==> src/pkg/ufil_params.svh <==
// Operation
// [RQ1] auto RTS drops when RX count reaches trigger
// [RQ2] auto CTS sends only while CTS active
// [RQ3] CTS auto enable and CTS active level bits
// [RQ4] any CTS change sets changed flag
// [RQ5] RTS pin polarity select, pin level readable
// [RQ6] software RTS bit drives RTS when manual
// [RQ7] function select 10 gives half-duplex IrDA
// [RQ8] bit rate is clock over sixteen times divisor
// [RQ9] IrDA encoder: 3/16 pulse per zero bit
// [RQ10] IrDA decoder with receive invert bit
// [RQ11] function select 01 gives LIN master
// [RQ12] LIN byte: start, eight LSB first, stop
// [RQ13] software sets 8N1 before LIN use
// [RQ14] header select: break, +sync, +identifier
// [RQ15] software writes sync/identifier per header select; code sends sync 8'h55 itself, software writes only the identifier field
// [RQ16] send header bit cleared when header done
// [RQ17] bit monitor flags RX differing from TX
// [RQ18] break twelve bits, delimiter one, both programmable
// [RQ19] inter-byte gap one bit, programmable
// [RQ20] identifier parity by software or hardware
// [RQ21] monitored header: break only, await detect
// [RQ22] software reads back each sent byte
// [RQ23] break detect: over eleven low bits, then high
// [RQ24] hardware parity per LIN identifier equations
// [RQ25] auto RTS returns below trigger level
`ifndef UFIL_PARAMS_SVH
`define UFIL_PARAMS_SVH
// register byte offsets
`define UFIL_A_DATA   8'h00
`define UFIL_A_FCR    8'h04
`define UFIL_A_IER    8'h08
`define UFIL_A_MCR    8'h0C
`define UFIL_A_MSR    8'h10
`define UFIL_A_BAUD   8'h14
`define UFIL_A_LIN    8'h18
`define UFIL_A_LINSR  8'h1C
`define UFIL_A_TOR    8'h20
`define UFIL_A_FUN    8'h24
`define UFIL_A_IRCR   8'h28
`define UFIL_A_FSR    8'h2C
// writable bit masks
`define UFIL_M_FCR    32'h000F0000
`define UFIL_M_IER    32'h00003000
`define UFIL_M_MCR    32'h00000302
`define UFIL_M_BAUD   32'h2000FFFF
`define UFIL_M_LIN    32'hFFFF1700
`define UFIL_M_TOR    32'h000000FF
`define UFIL_M_FUN    32'h00000003
`define UFIL_M_IRCR   32'h00000040
// reset values
`define UFIL_R_LIN    32'h000B0000
`define UFIL_R_IRCR   32'h00000040
// field positions
`define UFIL_F_TRIG   19:16
`define UFIL_F_BKFL   19:16
`define UFIL_F_BSLEN  21:20
`define UFIL_F_HSEL   23:22
`define UFIL_F_PID    31:24
`define UFIL_F_DLY    7:0
`define UFIL_F_DIV    15:0
`define UFIL_B_SWRTS  1
`define UFIL_B_CTSLV  8
`define UFIL_B_RTSPOL 9
`define UFIL_B_ARTS   12
`define UFIL_B_ACTS   13
`define UFIL_B_SHD    8
`define UFIL_B_IDPEN  9
`define UFIL_B_BKDEN  10
`define UFIL_B_BEREN  12
`define UFIL_B_RXINV  6
`define UFIL_B_BKDF   8
`define UFIL_B_BERF   9
// timing and codes, in 16x ticks or bits
`define UFIL_SYNC     8'h55
`define UFIL_FRAME    9'h00A
`define UFIL_IR_PULSE 4'h3
`define UFIL_BRK_TCK  8'hB0
`define UFIL_MID      4'h7
`define UFIL_CHK      4'h8
`define UFIL_STOPBIT  4'h9
`endif

==> src/pkg/ufil_pkg.sv <==
package ufil_pkg;
  // header sequencer, gray along break-delim-sync-id
  typedef enum logic [2:0] {
    ufil_h_idle = 3'h0,
    ufil_h_brk  = 3'h1,
    ufil_h_del  = 3'h3,
    ufil_h_sync = 3'h2,
    ufil_h_pid  = 3'h6
  } ufil_hdr_t;
  // function select codes
  typedef enum logic [1:0] {
    ufil_f_uart = 2'h0,
    ufil_f_lin  = 2'h1,
    ufil_f_irda = 2'h2
  } ufil_fun_t;
endpackage

==> src/pkg/ufil_ser_if.sv <==
`timescale 1ns/1ps
interface ufil_ser_if;
  logic       tick;   // 16x baud enable
  logic       start;  // load a segment
  logic       fill;   // level shifted in behind
  logic [9:0] word;   // bits, lsb first
  logic [8:0] nbits;  // segment length in bits
  logic       busy;
  logic       done;   // last tick of segment
  logic       txd;    // nrz line
  logic [3:0] sub;    // tick within bit
  modport ctl (output tick, start, fill, word, nbits, input busy, done, txd, sub);
  modport ser (input tick, start, fill, word, nbits, output busy, done, txd, sub);
endinterface

==> src/rtl/ufil_ser.sv <==
`timescale 1ns/1ps
module ufil_ser
(
  input wire logic aclk,
  input wire logic aresetn,
  ufil_ser_if.ser  sif
);
  logic [9:0] sh_r;   // outgoing bits
  logic [8:0] cnt_r;  // bits left
  logic [3:0] sub_r;  // tick in bit
  logic       busy_r;
  logic       fill_r;

  ////////////////////////////////////////////////////////////////////
  // bit end decode
  wire bit_end = sif.tick & busy_r & (sub_r == 4'hF);
  assign sif.done = bit_end & (cnt_r == 9'h001);
  assign sif.busy = busy_r;
  assign sif.txd  = busy_r ? sh_r[0] : 1'b1;
  assign sif.sub  = sub_r;

  ////////////////////////////////////////////////////////////////////
  // shifter; a new load wins over the finishing bit
  always_ff @(posedge aclk)
  begin
    if (!aresetn)
    begin
      sh_r   <= 10'h3FF;
      cnt_r  <= 9'h000;
      sub_r  <= 4'h0;
      busy_r <= 1'b0;
      fill_r <= 1'b1;
    end
    else if (sif.start)
    begin
      sh_r   <= sif.word;
      cnt_r  <= sif.nbits;
      fill_r <= sif.fill;
      sub_r  <= 4'h0;
      busy_r <= 1'b1;
    end
    else if (busy_r && sif.tick)
    begin
      sub_r <= sub_r + 4'h1;
      if (bit_end)
      begin
        // lsb first, fill level extends break or gap
        sh_r   <= {fill_r, sh_r[9:1]}; // RQ12
        cnt_r  <= cnt_r - 9'h001;
        busy_r <= cnt_r != 9'h001;
      end
    end
  end
endmodule // ufil_ser

==> src/rtl/ufil_top.sv <==
`timescale 1ns/1ps
`include "ufil_params.svh"
module ufil_top
#(
  parameter int RX_DEPTH = 16  // receive fifo words, power of two
)
(
  input  wire logic        aclk,
  input  wire logic        aresetn,
  input  wire logic [7:0]  awaddr,
  input  wire logic        awvalid,
  output wire logic        awready,
  input  wire logic [31:0] wdata,
  input  wire logic [3:0]  wstrb,
  input  wire logic        wvalid,
  output wire logic        wready,
  output wire logic [1:0]  bresp,
  output wire logic        bvalid,
  input  wire logic        bready,
  input  wire logic [7:0]  araddr,
  input  wire logic        arvalid,
  output wire logic        arready,
  output wire logic [31:0] rdata,
  output wire logic [1:0]  rresp,
  output wire logic        rvalid,
  input  wire logic        rready,
  input  wire logic        rx_pin,
  input  wire logic        cts_pin,
  output wire logic        tx_pin,
  output wire logic        rts_pin
);
  import ufil_pkg::*;
  localparam int CW = $clog2(RX_DEPTH) + 1;

  ////////////////////////////////////////////////////////////////////
  // helpers
  function automatic logic [31:0] wmerge(input logic [31:0] old, input logic [31:0] d,
                                         input logic [3:0] s, input logic [31:0] m);
    logic [31:0] be;
    be = {{8{s[3]}}, {8{s[2]}}, {8{s[1]}}, {8{s[0]}}};
    return ((old & ~be) | (d & be)) & m;
  endfunction
  function automatic logic mapped(input logic [7:0] a);
    return (a[1:0] == 2'h0) && (a <= `UFIL_A_FSR);
  endfunction
  function automatic logic [7:0] pid_calc(input logic [7:0] p, input logic hw);
    return hw ? {~(p[1] ^ p[3] ^ p[4] ^ p[5]), p[0] ^ p[1] ^ p[2] ^ p[4], p[5:0]} : p;
  endfunction

  ////////////////////////////////////////////////////////////////////
  // state
  logic [31:0] fcr_r, ier_r, mcr_r, baud_r, lin_r, tor_r, ircr_r; // control words
  ufil_fun_t   fun_r;                     // function select
  logic        msr_r;                     // cts changed flag
  logic        bkdet_f_r, biterr_f_r;     // lin status flags
  logic [7:0]  thr_r;                     // transmit holding
  logic        thr_v_r;
  logic        awready_r, wready_r, bvalid_r, arready_r, rvalid_r;
  logic [1:0]  bresp_r, rresp_r;
  logic [7:0]  aw_addr_r;
  logic [31:0] w_data_r, rdata_r;
  logic [3:0]  w_strb_r;
  logic [15:0] div_cnt_r;                 // baud divider
  logic        cts_q_r;                   // cts one cycle ago
  logic        rts_pin_r, tx_pin_r;
  logic [4:0]  ir_hold_r;                 // decoder stretch, in ticks
  logic        rx_busy_r;
  logic        rx_last_r;                 // line level at previous tick
  logic [3:0]  rx_sub_r, rx_bit_r;
  logic [7:0]  rx_sh_r;
  logic [7:0]  rx_mem [RX_DEPTH];         // receive fifo
  logic [CW-2:0] rx_wp_r, rx_rp_r;
  logic [CW-1:0] rx_cnt_r;
  logic [7:0]  lo_cnt_r;                  // low ticks for break detect
  ufil_hdr_t   hdr_r, hdr_nxt;
  logic [31:0] rd_word;

  ufil_ser_if sif ();
  ufil_ser u_ser (
    .aclk    (aclk),
    .aresetn (aresetn),
    .sif     (sif.ser)
  );

  ////////////////////////////////////////////////////////////////////
  // decode
  wire        lin_mode  = fun_r == ufil_f_lin;    // RQ11
  wire        irda_mode = fun_r == ufil_f_irda;   // RQ7
  wire [15:0] div       = baud_r[`UFIL_F_DIV];
  wire [15:0] div_m1    = (div == 16'h0) ? 16'h0 : div - 16'h1;
  wire        tick      = div_cnt_r >= div_m1;    // RQ8
  wire [3:0]  trig      = fcr_r[`UFIL_F_TRIG];
  wire [1:0]  hsel      = lin_r[`UFIL_F_HSEL];
  wire [7:0]  pid       = lin_r[`UFIL_F_PID];
  wire        shd       = lin_r[`UFIL_B_SHD];
  wire        wr_go     = ~awready_r & ~wready_r & ~bvalid_r;
  wire        ar_take   = arvalid & arready_r;
  wire        we_lin    = wr_go & (aw_addr_r == `UFIL_A_LIN);
  wire        we_data   = wr_go & (aw_addr_r == `UFIL_A_DATA) & w_strb_r[0];
  wire        w1c_msr   = wr_go & (aw_addr_r == `UFIL_A_MSR) & w_strb_r[0] & w_data_r[0];
  wire        w1c_sr    = wr_go & (aw_addr_r == `UFIL_A_LINSR) & w_strb_r[1];
  // cts gate only applies while auto cts is on
  wire        cts_ok    = ~ier_r[`UFIL_B_ACTS] | (cts_pin == mcr_r[`UFIL_B_CTSLV]); // RQ2 RQ3
  // internal rts: fifo level or software bit
  wire        rts_int   = ier_r[`UFIL_B_ARTS] ? (rx_cnt_r < CW'(trig))      // RQ1 RQ25
                                              : mcr_r[`UFIL_B_SWRTS];        // RQ6
  wire        rx_full   = rx_cnt_r == CW'(RX_DEPTH);
  wire        rx_pop    = ar_take & (araddr == `UFIL_A_DATA) & (rx_cnt_r != '0);
  // half duplex: receiver blind while sending
  wire        rx_in     = irda_mode ? (sif.busy | ir_hold_r == 5'h00) : rx_pin; // RQ7 RQ10
  wire        ir_low    = ircr_r[`UFIL_B_RXINV] ? ~rx_pin : rx_pin;         // RQ10
  wire        rx_push   = tick & rx_busy_r & (rx_sub_r == `UFIL_MID)
                          & (rx_bit_r == `UFIL_STOPBIT) & rx_in & ~rx_full;
  wire        bkdet_set = tick & rx_pin & (lo_cnt_r > `UFIL_BRK_TCK)
                          & lin_mode & lin_r[`UFIL_B_BKDEN];                 // RQ23
  wire        biterr_chk = lin_mode & lin_r[`UFIL_B_BEREN] & sif.busy & tick
                          & (sif.sub == `UFIL_CHK) & (tx_pin_r != rx_pin);   // RQ17
  wire        tx_empty  = ~thr_v_r & ~sif.busy & (hdr_r == ufil_h_idle);

  ////////////////////////////////////////////////////////////////////
  // header sequencing and segment selection
  wire hdr_go  = (hdr_r == ufil_h_idle) & lin_mode & shd & ~sif.busy;        // RQ16
  wire ld_del  = (hdr_r == ufil_h_brk) & sif.done;                           // RQ18
  wire ld_sync = (hdr_r == ufil_h_del) & sif.done & (hsel != 2'h0);          // RQ14
  wire ld_pid  = (hdr_r == ufil_h_sync) & sif.done & (hsel == 2'h2);         // RQ14
  wire hdr_end = sif.done & (((hdr_r == ufil_h_del) & (hsel == 2'h0))
                 | ((hdr_r == ufil_h_sync) & (hsel != 2'h2)) | (hdr_r == ufil_h_pid));
  wire ld_thr  = (hdr_r == ufil_h_idle) & ~hdr_go & ~(lin_mode & shd)
                 & thr_v_r & ~sif.busy & cts_ok;                             // RQ2
  wire [7:0] byte_sel = ld_sync ? `UFIL_SYNC
                      : ld_pid  ? pid_calc(pid, lin_r[`UFIL_B_IDPEN]) : thr_r; // RQ20 RQ24
  assign hdr_nxt = hdr_go  ? ufil_h_brk
                 : ld_del  ? ufil_h_del
                 : ld_sync ? ufil_h_sync
                 : ld_pid  ? ufil_h_pid
                 : hdr_end ? ufil_h_idle : hdr_r;
  assign sif.tick  = tick;
  assign sif.start = hdr_go | ld_del | ld_sync | ld_pid | ld_thr;
  assign sif.fill  = ~hdr_go;
  // break low, delimiter high, bytes framed 0-data-1 then gap
  assign sif.word  = hdr_go ? 10'h000 : ld_del ? 10'h3FF : {1'b1, byte_sel, 1'b0}; // RQ12
  assign sif.nbits = hdr_go ? 9'(lin_r[`UFIL_F_BKFL]) + 9'h001                      // RQ18
                   : ld_del ? 9'(lin_r[`UFIL_F_BSLEN]) + 9'h001
                   : `UFIL_FRAME + 9'(tor_r[`UFIL_F_DLY]) + 9'h001;               // RQ19

  // header state
  always_ff @(posedge aclk)
  begin
    if (!aresetn)
      hdr_r <= ufil_h_idle;
    else
      hdr_r <= hdr_nxt;
  end

  ////////////////////////////////////////////////////////////////////
  // pins: rzi pulse over first 3/16 of each zero bit
  always_ff @(posedge aclk)
  begin
    if (!aresetn)
    begin
      tx_pin_r  <= 1'b1;
      rts_pin_r <= 1'b0;
      cts_q_r   <= 1'b0;
    end
    else
    begin
      tx_pin_r  <= irda_mode ? (sif.busy & ~sif.txd & (sif.sub < `UFIL_IR_PULSE)) // RQ9
                             : sif.txd;
      rts_pin_r <= mcr_r[`UFIL_B_RTSPOL] ? rts_int : ~rts_int;                  // RQ5
      cts_q_r   <= cts_pin;
    end
  end
  assign tx_pin  = tx_pin_r;
  assign rts_pin = rts_pin_r;

  ////////////////////////////////////////////////////////////////////
  // baud divider, decoder stretch, break low counter
  always_ff @(posedge aclk)
  begin
    if (!aresetn)
    begin
      div_cnt_r <= 16'h0;
      ir_hold_r <= 5'h00;
      lo_cnt_r  <= 8'h00;
      rx_last_r <= 1'b1;
    end
    else
    begin
      div_cnt_r <= tick ? 16'h0 : div_cnt_r + 16'h1;
      // a pulse stretches to one bit of nrz zero
      if (ir_low)
        ir_hold_r <= 5'h10;
      else if (tick && ir_hold_r != 5'h00)
        ir_hold_r <= ir_hold_r - 5'h01;
      if (tick)
      begin
        lo_cnt_r  <= rx_pin ? 8'h00 : lo_cnt_r + {7'h00, lo_cnt_r != 8'hFF};
        // idle high after reset, so no false start edge
        rx_last_r <= rx_in;
      end
    end
  end

  ////////////////////////////////////////////////////////////////////
  // receiver; mid-bit sampling at tick 7
  always_ff @(posedge aclk)
  begin
    if (!aresetn)
    begin
      rx_busy_r <= 1'b0;
      rx_sub_r  <= 4'h0;
      rx_bit_r  <= 4'h0;
      rx_sh_r   <= 8'h00;
    end
    else if (tick && !rx_busy_r)
    begin
      // start only on a falling edge; a long break yields one frame, not a train
      rx_busy_r <= ~rx_in & rx_last_r; // RQ10
      rx_sub_r  <= 4'h0;
      rx_bit_r  <= 4'h0;
    end
    else if (tick)
    begin
      rx_sub_r <= rx_sub_r + 4'h1;
      if (rx_sub_r == `UFIL_MID)
      begin
        rx_bit_r <= rx_bit_r + 4'h1;
        rx_sh_r  <= {rx_in, rx_sh_r[7:1]};
        // false start or stop bit ends the byte
        if ((rx_bit_r == 4'h0 && rx_in) || rx_bit_r == `UFIL_STOPBIT)
          rx_busy_r <= 1'b0;
      end
    end
  end

  // receive fifo; overflow drops the new byte
  always_ff @(posedge aclk)
  begin
    if (!aresetn)
    begin
      rx_wp_r  <= '0;
      rx_rp_r  <= '0;
      rx_cnt_r <= '0;
    end
    else
    begin
      if (rx_push)
        rx_mem[rx_wp_r] <= rx_sh_r;
      rx_wp_r  <= rx_wp_r + (CW-1)'(rx_push);
      rx_rp_r  <= rx_rp_r + (CW-1)'(rx_pop);
      rx_cnt_r <= rx_cnt_r + CW'(rx_push) - CW'(rx_pop);
    end
  end

  ////////////////////////////////////////////////////////////////////
  // axi4-lite channels, one write and one read in flight
  always_ff @(posedge aclk)
  begin
    if (!aresetn)
    begin
      awready_r <= 1'b1;
      wready_r  <= 1'b1;
      bvalid_r  <= 1'b0;
      bresp_r   <= 2'h0;
      aw_addr_r <= 8'h00;
      w_data_r  <= 32'h0;
      w_strb_r  <= 4'h0;
      arready_r <= 1'b1;
      rvalid_r  <= 1'b0;
      rresp_r   <= 2'h0;
      rdata_r   <= 32'h0;
    end
    else
    begin
      if (awvalid && awready_r)
      begin
        awready_r <= 1'b0;
        aw_addr_r <= awaddr;
      end
      if (wvalid && wready_r)
      begin
        wready_r <= 1'b0;
        w_data_r <= wdata;
        w_strb_r <= wstrb;
      end
      // unmapped answers slverr
      if (wr_go)
      begin
        bvalid_r <= 1'b1;
        bresp_r  <= mapped(aw_addr_r) ? 2'h0 : 2'h2;
      end
      else if (bvalid_r && bready)
      begin
        bvalid_r  <= 1'b0;
        awready_r <= 1'b1;
        wready_r  <= 1'b1;
      end
      if (ar_take)
      begin
        arready_r <= 1'b0;
        rvalid_r  <= 1'b1;
        rdata_r   <= rd_word;
        rresp_r   <= mapped(araddr) ? 2'h0 : 2'h2;
      end
      else if (rvalid_r && rready)
      begin
        rvalid_r  <= 1'b0;
        arready_r <= 1'b1;
      end
    end
  end
  assign awready = awready_r;
  assign wready  = wready_r;
  assign bvalid  = bvalid_r;
  assign bresp   = bresp_r;
  assign arready = arready_r;
  assign rvalid  = rvalid_r;
  assign rresp   = rresp_r;
  assign rdata   = rdata_r;

  // read selection
  always_comb
  begin
    unique case (araddr)
      `UFIL_A_DATA:  rd_word = {24'h0, rx_mem[rx_rp_r]};
      `UFIL_A_FCR:   rd_word = fcr_r;
      `UFIL_A_IER:   rd_word = ier_r;
      `UFIL_A_MCR:   rd_word = mcr_r | {18'h0, rts_pin_r, 13'h0}; // RQ5
      `UFIL_A_MSR:   rd_word = {31'h0, msr_r};
      `UFIL_A_BAUD:  rd_word = baud_r;
      `UFIL_A_LIN:   rd_word = lin_r;
      `UFIL_A_LINSR: rd_word = {22'h0, biterr_f_r, bkdet_f_r, 8'h0};
      `UFIL_A_TOR:   rd_word = tor_r;
      `UFIL_A_FUN:   rd_word = {30'h0, fun_r};
      `UFIL_A_IRCR:  rd_word = ircr_r;
      `UFIL_A_FSR:   rd_word = {3'h0, tx_empty, 27'h0, rx_cnt_r != '0};
      default:       rd_word = 32'h0;
    endcase
  end

  ////////////////////////////////////////////////////////////////////
  // register file; hardware set beats software clear
  always_ff @(posedge aclk)
  begin
    if (!aresetn)
    begin
      fcr_r      <= 32'h0;
      ier_r      <= 32'h0;
      mcr_r      <= 32'h0;
      baud_r     <= 32'h0;
      lin_r      <= `UFIL_R_LIN;
      tor_r      <= 32'h0;
      ircr_r     <= `UFIL_R_IRCR;
      fun_r      <= ufil_f_uart;
      msr_r      <= 1'b0;
      bkdet_f_r  <= 1'b0;
      biterr_f_r <= 1'b0;
      thr_r      <= 8'h00;
      thr_v_r    <= 1'b0;
    end
    else
    begin
      if (wr_go && aw_addr_r == `UFIL_A_FCR)
        fcr_r <= wmerge(fcr_r, w_data_r, w_strb_r, `UFIL_M_FCR);
      if (wr_go && aw_addr_r == `UFIL_A_IER)
        ier_r <= wmerge(ier_r, w_data_r, w_strb_r, `UFIL_M_IER);
      if (wr_go && aw_addr_r == `UFIL_A_MCR)
        mcr_r <= wmerge(mcr_r, w_data_r, w_strb_r, `UFIL_M_MCR);
      if (wr_go && aw_addr_r == `UFIL_A_BAUD)
        baud_r <= wmerge(baud_r, w_data_r, w_strb_r, `UFIL_M_BAUD);
      if (wr_go && aw_addr_r == `UFIL_A_TOR)
        tor_r <= wmerge(tor_r, w_data_r, w_strb_r, `UFIL_M_TOR);
      if (wr_go && aw_addr_r == `UFIL_A_IRCR)
        ircr_r <= wmerge(ircr_r, w_data_r, w_strb_r, `UFIL_M_IRCR);
      if (wr_go && aw_addr_r == `UFIL_A_FUN && w_strb_r[0])
        fun_r <= ufil_fun_t'(w_data_r[1:0]);
      // software write wins over the hardware request clear
      if (we_lin)
        lin_r <= wmerge(lin_r, w_data_r, w_strb_r, `UFIL_M_LIN);
      else if (hdr_end)
        lin_r[`UFIL_B_SHD] <= 1'b0;                                  // RQ16
      msr_r      <= (cts_q_r != cts_pin) | (msr_r & ~w1c_msr);      // RQ4
      bkdet_f_r  <= bkdet_set | (bkdet_f_r & ~(w1c_sr & w_data_r[`UFIL_B_BKDF]));
      biterr_f_r <= biterr_chk | (biterr_f_r & ~(w1c_sr & w_data_r[`UFIL_B_BERF]));
      // one-deep holding; new write replaces a taken byte
      if (we_data)
        thr_r <= w_data_r[7:0];
      thr_v_r <= we_data | (thr_v_r & ~ld_thr);
    end
  end
endmodule // ufil_top

==> config.mk <==
export PLATFORM = sky130hd
export DESIGN_NAME = ufil_top
export DESIGN_NICKNAME = d
export VERILOG_FILES = /design/src/pkg/ufil_pkg.sv /design/src/pkg/ufil_ser_if.sv /design/src/rtl/ufil_ser.sv /design/src/rtl/ufil_top.sv
export VERILOG_INCLUDE_DIRS = /design/src /design/src/pkg
export SDC_FILE = /design/constraint.sdc
export NUM_CORES = 1
export LEC_CHECK = 0
export BUFFER_PORTS_ARGS = -buffer_cell sky130_fd_sc_hd__buf_2
export CAP_MARGIN = 10
export CORE_MARGIN = 3
export CORE_UTILIZATION = 45
export CTS_BUF_LIST = sky130_fd_sc_hd__clkbuf_2
export CTS_CLUSTER_SIZE = 40
export DETAILED_ROUTE_END_ITERATION = 10
export HOLD_SLACK_MARGIN = 0.05
export PLACE_DENSITY = 0.65
export SLEW_MARGIN = 20
export SYNTH_ARGS = -nofsm -noshare
export SYNTH_HDL_FRONTEND = slang
export SYNTH_SLANG_ARGS = --single-unit
export TNS_END_PERCENT = 30
==> constraint.sdc <==
create_clock -name aclk -period 13.83 [get_ports aclk]
set_clock_uncertainty 0.2 [all_clocks]
set_input_delay 1.383 -clock aclk [delete_from_list [all_inputs] [get_ports aclk]]
set_output_delay 1.383 -clock aclk [all_outputs]
set_load 0.02 [all_outputs]
==> impl_metrics.env <==
export IMPL_status="finished, final reports clean"
export IMPL_grt_use_total_pct=22.31
export IMPL_fin_crit_sh_pct=53.14
export IMPL_synth_area_leader_cell="dfxtp_1"
export IMPL_die_h_um=196.8
export IMPL_yosysTopAreaCellShare_pct=29.70
export IMPL_setup_tns_ns=0
export IMPL_drc_errors=0
export IMPL_yosys_top_cells_area="dfxtp_1, edfxtp_1, nand2_1"
export IMPL_wirelength_um=43990
export IMPL_reg2reg_slack_ns=6.48
export IMPL_antenna_found_initial=2
export IMPL_path_clk_slew_ns=0.11
export IMPL_maxCapViolCount=0
export IMPL_min_path_type="register to register"
export IMPL_hold_violations=0
export IMPL_ctsHoldBuffers=0
export IMPL_grt_overflow_total=0
export IMPL_seqPwrFrac_pct=58.5
export IMPL_synth_edf_count=128
export IMPL_whs_path_depth=2
export IMPL_design_area_um2=18140
export IMPL_cts_sinks=371
export IMPL_synthCells=1606
export IMPL_drive_gt1_share_pct=17.60
export IMPL_start_util_pct=45.83
export IMPL_muxShareOfSynthArea_pct=7.379
export IMPL_p_int_mw=1.448
export IMPL_hp_start="rdata[19]"
export IMPL_cts_root_buf="clkbuf_2"
export IMPL_grt_pass1_wl_um=67870
export IMPL_cp_max_fo=18
export IMPL_syn_area_um2=16380
export IMPL_synth_seq_cells=371
export IMPL_synth_top_family_by_area="simple AND/OR/NAND/NOR gates"
export IMPL_rr_endpoint="rx_cnt_r[4]"
export IMPL_avgViaCountPerCell=5.656
export IMPL_cellLeakagePower_nw=6.741
export IMPL_numCtsBuffers=93
export IMPL_yosys_warnings=0
export IMPL_ioPinCount=104
export IMPL_path_class="register to register"
export IMPL_post_cts_setup_buffers=0
export IMPL_synth_xor_area_share_pct=4.064
export IMPL_rows=69
export IMPL_drt_iter0_drc=1103
export IMPL_peakVddDrop_mv=0.06453
export IMPL_gp_congestion=0.8991
export IMPL_routedWlPerCell_um=19.44
export IMPL_cp_end_kind="register"
export IMPL_reg2regPathDepth=21
export IMPL_setup_viol=0
export IMPL_io_buffers=101
export IMPL_synthArstFlopShare_pct=0
export IMPL_firstDrtPassIters=5
export IMPL_avgSynthCellArea_um2=10.20
export IMPL_arrival_ns=8.06
export IMPL_timing_fmax_ghz=0.1361
export IMPL_synth_compound_area_share_pct=10.86
export IMPL_synthSimpleGateAreaFrac_pct=18.00
export IMPL_ys_seq_area_share_pct=53.17
export IMPL_ys_flop_type="dfxtp_1"
export IMPL_swShare_pct=26.30
export IMPL_clock_path_buffers=3
export IMPL_first_global_vias=12210
export IMPL_cts_tree="yes"
export IMPL_p_per_area_nw_per_um2=108.3
export IMPL_maxSlewViolCount=0
export IMPL_fp_coreArea_um2=35740
export IMPL_rsz0062_at_grt="no"
export IMPL_dp_hpwl_um=30880
export IMPL_dieArea_um2=38720
export IMPL_min_to="rdata[19]"
export IMPL_area_growth_pct=10.78
export IMPL_die_x_um=196.8
export IMPL_worst_pin_slew_ns=1.092
export IMPL_pwr_share_comb_pct=4.2
export IMPL_worstSetupStartpointType="register"
export IMPL_min_period_ns=7.349
export IMPL_synthAdderAreaFrac_pct=3.636
export IMPL_p_clk_share_pct=37.4
export IMPL_postRouteAntennaNets=0
export IMPL_postPlaceCellArea_um2=17300
export IMPL_vias=12800
export IMPL_grt_max_degree=81
export IMPL_final_nets=1847
export IMPL_htree_num_levels=3
export IMPL_p_switching_uw=516.6
export IMPL_clk_insertion_delay_late_ns=0.99
export IMPL_worstPathRequired_ns=14.54
export IMPL_synth_cell_types=71
export IMPL_relSlewSlack_pct=27.06
export IMPL_ctsResizeCount=0
export IMPL_total_power_mw=1.964
[cell type report]
class                      instances  area, µm²
clock buffer                     127      635.6
clock inverter                    30      188.9
fill                            3327      17600
sequential                       371       8710
multi-input combinational       1116       7238
inverter                          36      137.6
antenna                            1      2.502
tap                              461      576.8
timing repair buffer             121      655.6
[cells in the mapped netlist (all sizes together), types with 20 or more instances]
cell type and number:
a21oi 147, a22oi 32, and2 21, clkbuf 74, dfxtp 243, edfxtp 128
ha 46, inv 34, mux2i 51, mux4 28, nand2 225, nand3 87
nand4 20, nor2 142, nor3 32, o21ai 28, xnor2 41, xor2 35
[per-stage QoR]
stage | instances | util (%) | hold WS, ns | setup WS (ns)
2_1_floorplan | 1607 | - | 0.2360 | 7.968
3_3_place_gp | 2105 | 48.38 | 0.2408 | 6.693
3_5_place_dp | 2105 | 48.40 | 0.2428 | 6.555
4_1_cts | 2262 | 50.70 | 0.2560 | 6.583
5_1_grt | 2263 | 50.77 | 0.2843 | 5.925
6_report | 2263 | 50.77 | 0.2536 | 6.481
[cell families (layout without fill, tap and decap cells)]
kind of cell	count (synthesis)	count (layout)
adder cells (fa/ha/maj)	47	47
AND/OR/NAND/NOR	625	625
other	1	3
flip-flops	371	371
XOR/XNOR	76	76
AO/OA/AOI/OAI	281	281
multiplexers	85	85
buffers and inverters	120	314
[worst max-delay path by stage]
stage / end / slack, ns / cells after the start
after floorplan: rx_cnt_r[4] / 7.97 / 23
after global placement: rx_cnt_r[4] / 6.69 / 21
after detailed placement: rx_cnt_r[4] / 6.56 / 21
after CTS: rx_cnt_r[4] / 6.58 / 21
after global routing: rx_cnt_r[4] / 5.93 / 21
final: rx_cnt_r[4] / 6.48 / 21
[layout by cell type, fill, tap and decap left out, types with 46 or more instances in the layout]
| master | instances |
|---|---|
| ha_1 | 46 |
| dfxtp_1 | 242 |
| mux2i_1 | 51 |
| buf_2 | 101 |
| a21oi_1 | 146 |
| nor2_1 | 141 |
| clkbuf_2 | 127 |
| edfxtp_1 | 128 |
| nand3_1 | 87 |
| nand2_1 | 225 |
[worst max-delay path: stages (launching register included)]
cell and delay, ns:
dfxtp_1 0.37, or4_1 0.59, nor3_1 0.33, nand2_1 0.18
nor4_1 0.27, xor2_1 0.17, nand2_1 0.07, ha_1 0.34
nand4_1 0.18, nor4_4 0.34, a32oi_4 0.28, a2111oi_4 0.82
nand2_1 0.38, or4_1 0.97, ha_1 0.45, inv_1 0.04
ha_1 0.20, fa_1 0.41, a21oi_1 0.14, nor2_1 0.06
or3_1 0.34, a21oi_1 0.14
[power by group through the flow]
| stage | Sequential (mW) | Clock (mW) | Combinational (mW) |
|---|---|---|---|
| after global routing | 1.15 | 0.811 | 0.0907 |
| after floorplan | 1.17 | 0 | 0.0545 |
| final | 1.15 | 0.734 | 0.0816 |
| after detailed placement | 1.17 | 0 | 0.0812 |
| after global placement | 1.17 | 0 | 0.0798 |
| after CTS | 1.15 | 0.755 | 0.0816 |
[per-layer routing]
layer / vias up / GRT usage, % / wire length [µm]
met2: 425 / 35.03 / 20490
met5: - / 0 / 13
met4: 2 / 8.157 / 1103
met1: 6218 / 31.09 / 19720
li1: 6091 / - / -
met3: 64 / 4.171 / 2659
Power figures use the tool's default switching activity.
